### config.mk
export PLATFORM = sky130hd
export DESIGN_NAME = dmabc_top
export DESIGN_NICKNAME = d
export VERILOG_FILES = /design/src/shared/dmabc_pkg.sv /design/src/hw/dmabc_top.sv /design/src/hw/dmabc_subch.sv /design/src/hw/dmabc_irq.sv
export SDC_FILE = /design/constraint.sdc
export NUM_CORES = 1
export LEC_CHECK = 0
export BUFFER_PORTS_ARGS = -buffer_cell sky130_fd_sc_hd__buf_2
export CORE_ASPECT_RATIO = 1.5
export CORE_UTILIZATION = 46
export CTS_CLUSTER_SIZE = 10
export DETAILED_ROUTE_END_ITERATION = 8
export PLACE_DENSITY = 0.86
export REMOVE_ABC_BUFFERS = 1
export SYNTH_ARGS = -nofsm -noshare
export SYNTH_HDL_FRONTEND = slang
export SYNTH_SLANG_ARGS = --single-unit
### constraint.sdc
create_clock -name clk_i -period 2.4 [get_ports clk_i]
set_input_delay 0.24 -clock clk_i [delete_from_list [all_inputs] [get_ports clk_i]]
set_output_delay 0.24 -clock clk_i [all_outputs]
set_load 0.01 [all_outputs]
### src/shared/dmabc_pkg.sv
// Purpose: constants and types shared by the band control block
// Assumes: 20 MHz system clock, classic Wishbone with 32-bit data
// Notes:   sub-channel index 0=0A, 1=0B, 2=1A, 3=1B
package dmabc_pkg;

   // clock rate, for reference by the bench
   localparam int unsigned CLK_HZ       = 20000000;

   // register byte offsets
   localparam logic [7:0]  ADR_BAND     = 8'h00;
   localparam logic [7:0]  ADR_STAT     = 8'h04;
   localparam logic [7:0]  ADR_MASK     = 8'h08;
   localparam logic [7:0]  ADR_LIVE     = 8'h0C;

   // field positions inside the band control word
   localparam int unsigned CH1_FULL_BIT = 15;
   localparam int unsigned CH0_FULL_BIT = 14;
   localparam int unsigned RSVD_HI_BIT  = 13;
   localparam int unsigned RSVD_LO_BIT  = 12;
   localparam int unsigned ACK_LSB      = 8;
   localparam int unsigned TE_LSB       = 4;
   localparam int unsigned TIE_LSB      = 0;

   // field positions inside the event status word
   localparam int unsigned EVT_CLR_LSB  = 0;
   localparam int unsigned EVT_LEFT_LSB = 4;

   // sizes
   localparam int unsigned NUM_SUB      = 4;
   localparam int unsigned NUM_EVT      = 8;
   localparam int unsigned SUB_A_OF_CH0 = 0;
   localparam int unsigned SUB_A_OF_CH1 = 2;

   // reset values
   localparam logic [15:0] BAND_RST     = 16'h0000;
   localparam logic [7:0]  STAT_RST     = 8'h00;
   localparam logic [7:0]  MASK_RST     = 8'h00;
   localparam logic [31:0] DATA_ZERO    = 32'h00000000;

   // mode encoding of one full address select bit
   localparam logic        MODE_SHORT   = 1'b0;
   localparam logic        MODE_FULL    = 1'b1;

   // band control word as stored
   typedef struct packed {
      logic       ch1_full_addr_select;
      logic       ch0_full_addr_select;
      logic [1:0] rsvd;
      logic [3:0] ack_clear_enable;
      logic [3:0] transfer_enable;
      logic [3:0] end_irq_enable;
   } dmabc_ctrl_t;

   // controls that steer one sub-channel
   typedef struct packed {
      logic transfer_enable;
      logic ack_clear_enable;
   } dmabc_sub_t;

   // events reported by one sub-channel
   typedef struct packed {
      logic auto_cleared;
      logic left_pending;
   } dmabc_evt_t;

endpackage

### src/hw/dmabc_top.sv
// Purpose: band control register of a two channel dma in short mode
// Assumes: classic Wishbone slave, 32-bit data, sync reset
// Notes:   full address mode ties each B half's request and clear gates to its A half
// Operation
// - bit 15 picks channel 1 mode, bit 14 channel 0; 1 means full
// - in short mode, halves 1A and 1B behave as independent channels
// - in short mode, halves 0A and 0B run with separate control
// - bits 11 to 8 hold one acknowledge clear bit per sub-channel
// - enabled with ack set, each transfer clears the source pending flag
// - enabled with ack set, the source raises no cpu request
// - enabled with ack clear, source stays pending and may request cpu
// - after reset mode and ack bits all read zero
// - with enable clear, activation is ignored and source goes to cpu
//
// The Wishbone interface to the registers and the address map were chosen for this implementation.
`timescale 1ns/10ps
`default_nettype none
module dmabc_top
   import dmabc_pkg::*;
(
   input  wire logic               clk_i,        // system clock, 20 MHz
   input  wire logic               rst_i,        // sync reset, high
   input  wire logic               wb_cyc_i,     // wishbone cycle
   input  wire logic               wb_stb_i,     // wishbone strobe
   input  wire logic               wb_we_i,      // wishbone write
   input  wire logic [7:0]         wb_adr_i,     // byte address
   input  wire logic [3:0]         wb_sel_i,     // byte lanes
   input  wire logic [31:0]        wb_dat_i,     // write data
   output logic      [31:0]        wb_dat_o,     // read data
   output logic                    wb_ack_o,     // access done
   input  wire logic [NUM_SUB-1:0] src_pend_i,   // source pending levels
   input  wire logic [NUM_SUB-1:0] xfer_done_i,  // transfer executed
   output logic      [NUM_SUB-1:0] dma_req_o,    // activation to dma
   output logic      [NUM_SUB-1:0] cpu_req_o,    // source requests to cpu
   output logic      [NUM_SUB-1:0] clr_src_o,    // clear source pulses
   output logic      [NUM_SUB-1:0] end_irq_o,    // transfer end request
   output logic      [1:0]         full_mode_o,  // mode per channel
   output logic                    irq_o         // event interrupt
);
   import dmabc_pkg::*;

   // register storage
   dmabc_ctrl_t        band;
   dmabc_ctrl_t        next_band;

   // bus decode
   logic               req;
   logic               take;
   logic               wr;
   logic               rd;
   logic               hit_band;
   logic               hit_stat;
   logic               hit_mask;
   logic               hit_live;
   logic [31:0]        rd_mux;
   logic [15:0]        band_word;
   logic [15:0]        band_wmask;
   logic [15:0]        band_wdata;

   // per sub-channel wiring
   dmabc_sub_t         sub_ctl [NUM_SUB];
   dmabc_evt_t         sub_evt [NUM_SUB];
   logic [NUM_EVT-1:0] evt_vec;
   logic [NUM_EVT-1:0] irq_status;
   logic [NUM_EVT-1:0] irq_mask;
   logic [NUM_SUB-1:0] ack_bits;
   logic [NUM_SUB-1:0] te_bits;
   logic [NUM_SUB-1:0] tie_bits;

   // expand lane selects to a 16-bit write mask
   function automatic logic [15:0] lane_mask(input logic [3:0] sel);
      lane_mask = {{8{sel[1]}}, {8{sel[0]}}};
   endfunction

   // address match on a word offset
   function automatic logic adr_hit(input logic [7:0] adr,
                                    input logic [7:0] ofs);
      adr_hit = (adr[7:2] == ofs[7:2]);
   endfunction

   // channel mode bit for a sub-channel index
   function automatic logic full_of(input dmabc_ctrl_t c,
                                    input int unsigned idx);
      if (idx >= SUB_A_OF_CH1) begin
         full_of = c.ch1_full_addr_select;
      end else begin
         full_of = c.ch0_full_addr_select;
      end
   endfunction

   // control used by a sub-channel: own bits in short mode,
   // the A half bits when the channel runs in full mode
   function automatic dmabc_sub_t sub_of(input dmabc_ctrl_t c,
                                         input int unsigned idx);
      int unsigned src;
      src = idx;
      if (full_of(c, idx) == MODE_FULL) begin
         src = (idx >= SUB_A_OF_CH1) ? SUB_A_OF_CH1 : SUB_A_OF_CH0;
      end
      sub_of.transfer_enable  = c.transfer_enable[src];
      sub_of.ack_clear_enable = c.ack_clear_enable[src];
   endfunction

   // one access per cycle, ack lasts one cycle
   assign req      = wb_cyc_i & wb_stb_i;
   assign take     = req & ~wb_ack_o;
   assign wr       = take & wb_we_i;
   assign rd       = take & ~wb_we_i;

   // register select
   assign hit_band = adr_hit(wb_adr_i, ADR_BAND);
   assign hit_stat = adr_hit(wb_adr_i, ADR_STAT);
   assign hit_mask = adr_hit(wb_adr_i, ADR_MASK);
   assign hit_live = adr_hit(wb_adr_i, ADR_LIVE);

   // band write merge under lane selects
   assign band_wmask = lane_mask(wb_sel_i);
   assign band_wdata = wb_dat_i[15:0];
   assign band_word  = band;

   // reserved bits never stored, so they read zero however written
   always_comb begin
      next_band = band;
      if (wr && hit_band) begin
         next_band = (band_word & ~band_wmask) | (band_wdata & band_wmask);
      end
      next_band.rsvd = 2'h0;
   end

   // read data select, unmapped offsets read zero
   always_comb begin
      rd_mux = DATA_ZERO;
      if (hit_band) begin
         rd_mux[15:0] = band_word;
      end else if (hit_stat) begin
         rd_mux[NUM_EVT-1:0] = irq_status;
      end else if (hit_mask) begin
         rd_mux[NUM_EVT-1:0] = irq_mask;
      end else if (hit_live) begin
         rd_mux[NUM_SUB-1:0] = cpu_req_o;
         rd_mux[2*NUM_SUB-1:NUM_SUB] = dma_req_o;
      end
   end

   // band control register, cleared by reset
   always_ff @(posedge clk_i) begin
      if (rst_i) begin
         band <= BAND_RST;
      end else begin
         band <= next_band;
      end
   end

   // bus answer, one cycle after the request is seen
   always_ff @(posedge clk_i) begin
      if (rst_i) begin
         wb_ack_o <= 1'b0;
         wb_dat_o <= DATA_ZERO;
      end else begin
         wb_ack_o <= take;
         wb_dat_o <= rd ? rd_mux : DATA_ZERO;
      end
   end

   // field views for the sub-channels
   assign ack_bits = band.ack_clear_enable;
   assign te_bits  = band.transfer_enable;
   assign tie_bits = band.end_irq_enable;

   // transfer end request while end irq set and transfer disabled
   assign end_irq_o   = tie_bits & ~te_bits;
   assign full_mode_o = {band.ch1_full_addr_select, band.ch0_full_addr_select};

   // one gate per sub-channel, on its own controls in short mode, on the A half controls in full mode
   for (genvar g = 0; g < NUM_SUB; g++) begin : g_sub
      // short mode keeps the halves apart
      assign sub_ctl[g] = sub_of(band, g);

      dmabc_subch u_subch (
         .clk_i       (clk_i),
         .rst_i       (rst_i),
         .ctl_i       (sub_ctl[g]),
         .src_pend_i  (src_pend_i[g]),
         .xfer_done_i (xfer_done_i[g]),
         .dma_req_o   (dma_req_o[g]),
         .cpu_req_o   (cpu_req_o[g]),
         .clr_src_o   (clr_src_o[g]),
         .evt_o       (sub_evt[g])
      );

      // gather event pulses into status layout
      assign evt_vec[EVT_CLR_LSB+g]  = sub_evt[g].auto_cleared;
      assign evt_vec[EVT_LEFT_LSB+g] = sub_evt[g].left_pending;
   end

   // sticky events, read clear, masked interrupt
   dmabc_irq u_irq (
      .clk_i     (clk_i),
      .rst_i     (rst_i),
      .evt_i     (evt_vec),
      .rd_clr_i  (rd & hit_stat),
      .mask_we_i (wr & hit_mask & wb_sel_i[0]),
      .mask_d_i  (wb_dat_i[NUM_EVT-1:0]),
      .status_o  (irq_status),
      .mask_o    (irq_mask),
      .irq_o     (irq_o)
   );

endmodule
`default_nettype wire

### src/hw/dmabc_subch.sv
// Purpose: acknowledge gating of one sub-channel
// Assumes: source and transfer inputs come from logic on clk_i
// Notes:   clear strobe is registered, request paths are combinational
`timescale 1ns/10ps
`default_nettype none
module dmabc_subch
   import dmabc_pkg::*;
(
   input  wire logic         clk_i,        // system clock
   input  wire logic         rst_i,        // sync reset, high
   input  wire dmabc_sub_t   ctl_i,        // enable and ack control
   input  wire logic         src_pend_i,   // source pending level
   input  wire logic         xfer_done_i,  // one transfer executed
   output logic              dma_req_o,    // activation to dma
   output logic              cpu_req_o,    // source request to cpu
   output logic              clr_src_o,    // clear source pulse
   output dmabc_evt_t        evt_o         // event pulses
);
   import dmabc_pkg::*;

   logic take_clear;
   logic leave_pend;

   // activation seen only while enabled, else ignored
   assign dma_req_o  = ctl_i.transfer_enable & src_pend_i;
   // request to cpu blocked while auto clearing
   assign cpu_req_o  = src_pend_i &
                       ~(ctl_i.transfer_enable & ctl_i.ack_clear_enable);
   // decide fate of source at each transfer
   assign take_clear = xfer_done_i & ctl_i.transfer_enable
                       & ctl_i.ack_clear_enable;
   assign leave_pend = xfer_done_i & ctl_i.transfer_enable
                       & ~ctl_i.ack_clear_enable;

   // registered clear strobe and event pulses
   always_ff @(posedge clk_i) begin
      if (rst_i) begin
         clr_src_o <= 1'b0;
         evt_o     <= '0;
      end else begin
         clr_src_o <= take_clear;
         evt_o     <= '{auto_cleared: take_clear, left_pending: leave_pend};
      end
   end

endmodule
`default_nettype wire

### src/hw/dmabc_irq.sv
// Purpose: sticky event status, mask and one level interrupt
// Assumes: read clear strobe is a one-cycle pulse
// Notes:   a new event in the clearing cycle survives the clear
`timescale 1ns/10ps
`default_nettype none
module dmabc_irq
   import dmabc_pkg::*;
(
   input  wire logic               clk_i,     // system clock
   input  wire logic               rst_i,     // sync reset, high
   input  wire logic [NUM_EVT-1:0] evt_i,     // event pulses
   input  wire logic               rd_clr_i,  // status read taken
   input  wire logic               mask_we_i, // mask write strobe
   input  wire logic [NUM_EVT-1:0] mask_d_i,  // mask write data
   output logic      [NUM_EVT-1:0] status_o,  // sticky status
   output logic      [NUM_EVT-1:0] mask_o,    // interrupt mask
   output logic                    irq_o      // level interrupt
);
   import dmabc_pkg::*;

   logic [NUM_EVT-1:0] next_status;

   // set wins over the read clear
   assign next_status = (rd_clr_i ? STAT_RST : status_o) | evt_i;
   assign irq_o       = |(status_o & mask_o);

   // status and mask storage
   always_ff @(posedge clk_i) begin
      if (rst_i) begin
         status_o <= STAT_RST;
         mask_o   <= MASK_RST;
      end else begin
         status_o <= next_status;
         if (mask_we_i) begin
            mask_o <= mask_d_i;
         end
      end
   end

endmodule
`default_nettype wire

==> impl_metrics.csv <==
group,metric,value,unit
global_route,grt_pass1_vias,1678,
routing,vias,1877,
synth,ys_types,35,
sta,period_minus_slack,1.74,ns
global_route,grt_pass1_wl,7.87,mm
pwr,p_comb_share,6.9,%
pwr,vdd_drop_max,0.450,mV
run_status,status,"finished, final reports clean",
flow_run,cap_violations,0,
routing,totalWireLength,5.06,mm
synth,ys_seq_area_share,44.5,%
floorplanning,die_w,60.8,µm
sta,hold_viol,0,
synth,syn_avg_cell_area,9.68,µm²
clock_tree,post_cts_buffers,0,
sta,final-setup-viol-count,0,
placed_design,place_ws,0.603,ns
layout,antenna_cells,0,
routing,wl_per_cell,13.8,µm
floorplanning,io_pins,109,
placed_design,gp_congestion,0.816,
placed_design,hpwl,3.78,mm
worst_hold_path,min_from,"wb_dat_i[9]",
pwr,pwr_density_cell,547,nW/µm²
clock_tree,tritoncts,"built",
synth,syn_area,2380,µm²
sta,tightest_slew,0.491,ns
sta,slew_viol_final,0,
global_route,grt_antenna_before_repair,0,
routing,drc,0,
sta,max_freq,0.576,GHz
placed_design,detailed_place.area,2610,µm²
clock_tree,clkLatencyLatePin,0.31,ns
synth,ys_seq_elements,53,
clock_tree,ctsResizeCount,0,
critical_path,timing.rr.start,"wb_ack_o",
pwr,seq_power_share,59.7,%
synth,synth_enable_flop_cells,0,
synth,async_flop_share,0,%
floorplanning,die_area,5480,µm²
routing,drtIter0Drc,88,
pwr,p_leak,1.36,nW
pwr,power,1.47,mW
sta,timing.final.crit_share,72.4,%
critical_path,path_max_fanout,7,
global_route,grt_max_degree,24,
pwr,p_int,1.12,mW
critical_path,startpoint_type,"flip-flop",
routing,via_per_inst,5.11,
global_route,globalRoute.totalOverflow,0,
critical_path,crit_type,"flip-flop to output pin",
sta,rsz0062_at_grt,"no",
sta,skew,0.00358,ns
routing,ant_nets,0,
clock_tree,cts_buffer_depth,2,
synth,synthCells,246,
layout,final_nets,357,
clock_tree,htreeDepth,2,
critical_path,critPathRequiredTime,2.16,ns
pwr,p_switching,0.353,mW
clock_tree,hold_buffers,0,
routing,drt-pass1-iter-count,4,
synth,synth_warnings,0,
clock_tree,cts_buffers,5,
sta,fin_tns_setup,0,ns
layout,n_fill_cell,469,
pwr,swShare,23.9,%
layout,drive_above_1_share,29.6,%
critical_path,arrival,1.50,ns
critical_path,end_kind,"output pin",
sta,slew_headroom,67.0,%
synth,yosys_most_used_dff,"dfxtp_1",
floorplanning,initial_utilization,48.7,%
clock_tree,cts.clk_slew.worst_paths,0.09,ns
clock_tree,root_buffer,"clkbuf_8",
clock_tree,clock_sinks,53,
layout,area_growth,13.1,%
placed_design,portBuffers,68,
worst_hold_path,hp-class,"input port to flip-flop",
floorplanning,die_h,90.1,µm
floorplanning,fp-row-count,31,
pwr,clkPwrFrac,33.4,%
layout,fin_area,2700,µm²
floorplanning,coreArea,4890,µm²
global_route,track_usage,19.2,%
sta,post-route-worst-setup-slack,0.663,ns
## critical path, stage by stage (launching register included)
cell     delay [ns]
dfxtp_1        0.49
mux2_2         0.38
and2_1         0.18
buf_2          0.14
## cells by family (layout without fill, tap and decap cells)
group,after synthesis,count (layout),synth area share (%)
compound gates,27,27,7.62
buf+inv,40,78,11.4
flops,53,53,44.5
mux,32,32,14.1
other cells,1,18,0.157
simple gates,93,93,22.2
## per-stage QoR
step           utilization (%)  instances  hold slack, ns
2_1_floorplan                -        224           0.312
3_3_place_gp              53.4        359           0.417
3_5_place_dp              53.4        359           0.425
4_1_cts                   55.1        367           0.152
5_1_grt                   55.1        367           0.154
6_report                  55.1        367           0.155
## synthesized netlist by cell type (all sizes together) (2+ instances only)
cell type  count  area share [%]
a21oi         10             2.1
nand4          4             1.8
nor2          37             5.8
nor3b          2            0.63
o21a           2            0.63
nor4           2             1.4
a211oi         3            0.95
nand2          7             1.1
a22oi          4             1.3
o22ai          4             1.1
nor2b         10             2.6
and2          11             2.9
clkbuf         6            0.95
nand2b         4             1.1
nand3          4            0.84
nor3           4            0.84
o211a          2            0.84
mux2i         28              12
buf           33              10
nor4bb         3             1.3
mux2           3             1.4
dfxtp         53              45
## power by group through the flow
stage,combinational (mW),sequential [mW],clock (mW)
6_report,0.102,0.880,0.492
5_1_grt,0.112,0.881,0.533
4_1_cts,0.102,0.880,0.498
3_5_place_dp,0.101,0.901,0
3_3_place_gp,0.0999,0.901,0
2_1_floorplan,0.0415,0.901,0
## layer usage
layer | wire, µm | global-route usage, % | up-vias | part of all wire [%]
met1 | 2050 | 24.0 | 862 | 41
met2 | 2560 | 31.2 | 100 | 51
met4 | 75 | 6.82 | 0 | 1.5
li1 | - | - | 908 | -
met3 | 366 | 4.60 | 7 | 7.2
met5 | 0 | 0 | - | 0
## cells in the final DEF (no fill, tap or decap), drive strengths merged, types with 3 or more instances in the layout
master,n
a21oi,10
a22oi,4
nand2,7
clkbuf,5
nand3,4
and2,11
nor2,37
mux2,3
a211oi,3
nor4bb,3
conb,18
dfxtp,53
o22ai,4
nor2b,10
nand2b,4
nor3,4
mux2i,28
nand4,4
buf,69
## final cells by class
class / instances / area (µm²) / share of cell area [%]
multi-input cells: 170 / 1110 / 41.3
flip-flops and latches: 53 / 1060 / 39.4
repair buffers: 69 / 348 / 12.9
well taps: 66 / 82.6 / 3.06
clock buffers: 5 / 68.8 / 2.55
clock inverters: 3 / 17.5 / 0.650
inverters: 1 / 3.75 / 0.139
## path summary, 6_finish.rpt
check,end,slack (ns),cells after the start
worst max-delay path,dma_req_o[3],0.66,3
worst min-delay path,flip-flop,0.15,3
worst max register to register,u_irq.status_o[6],0.70,4
worst min register to register,u_irq.status_o[5],0.45,2
No activity file was read; power rests on OpenSTA's default activity.
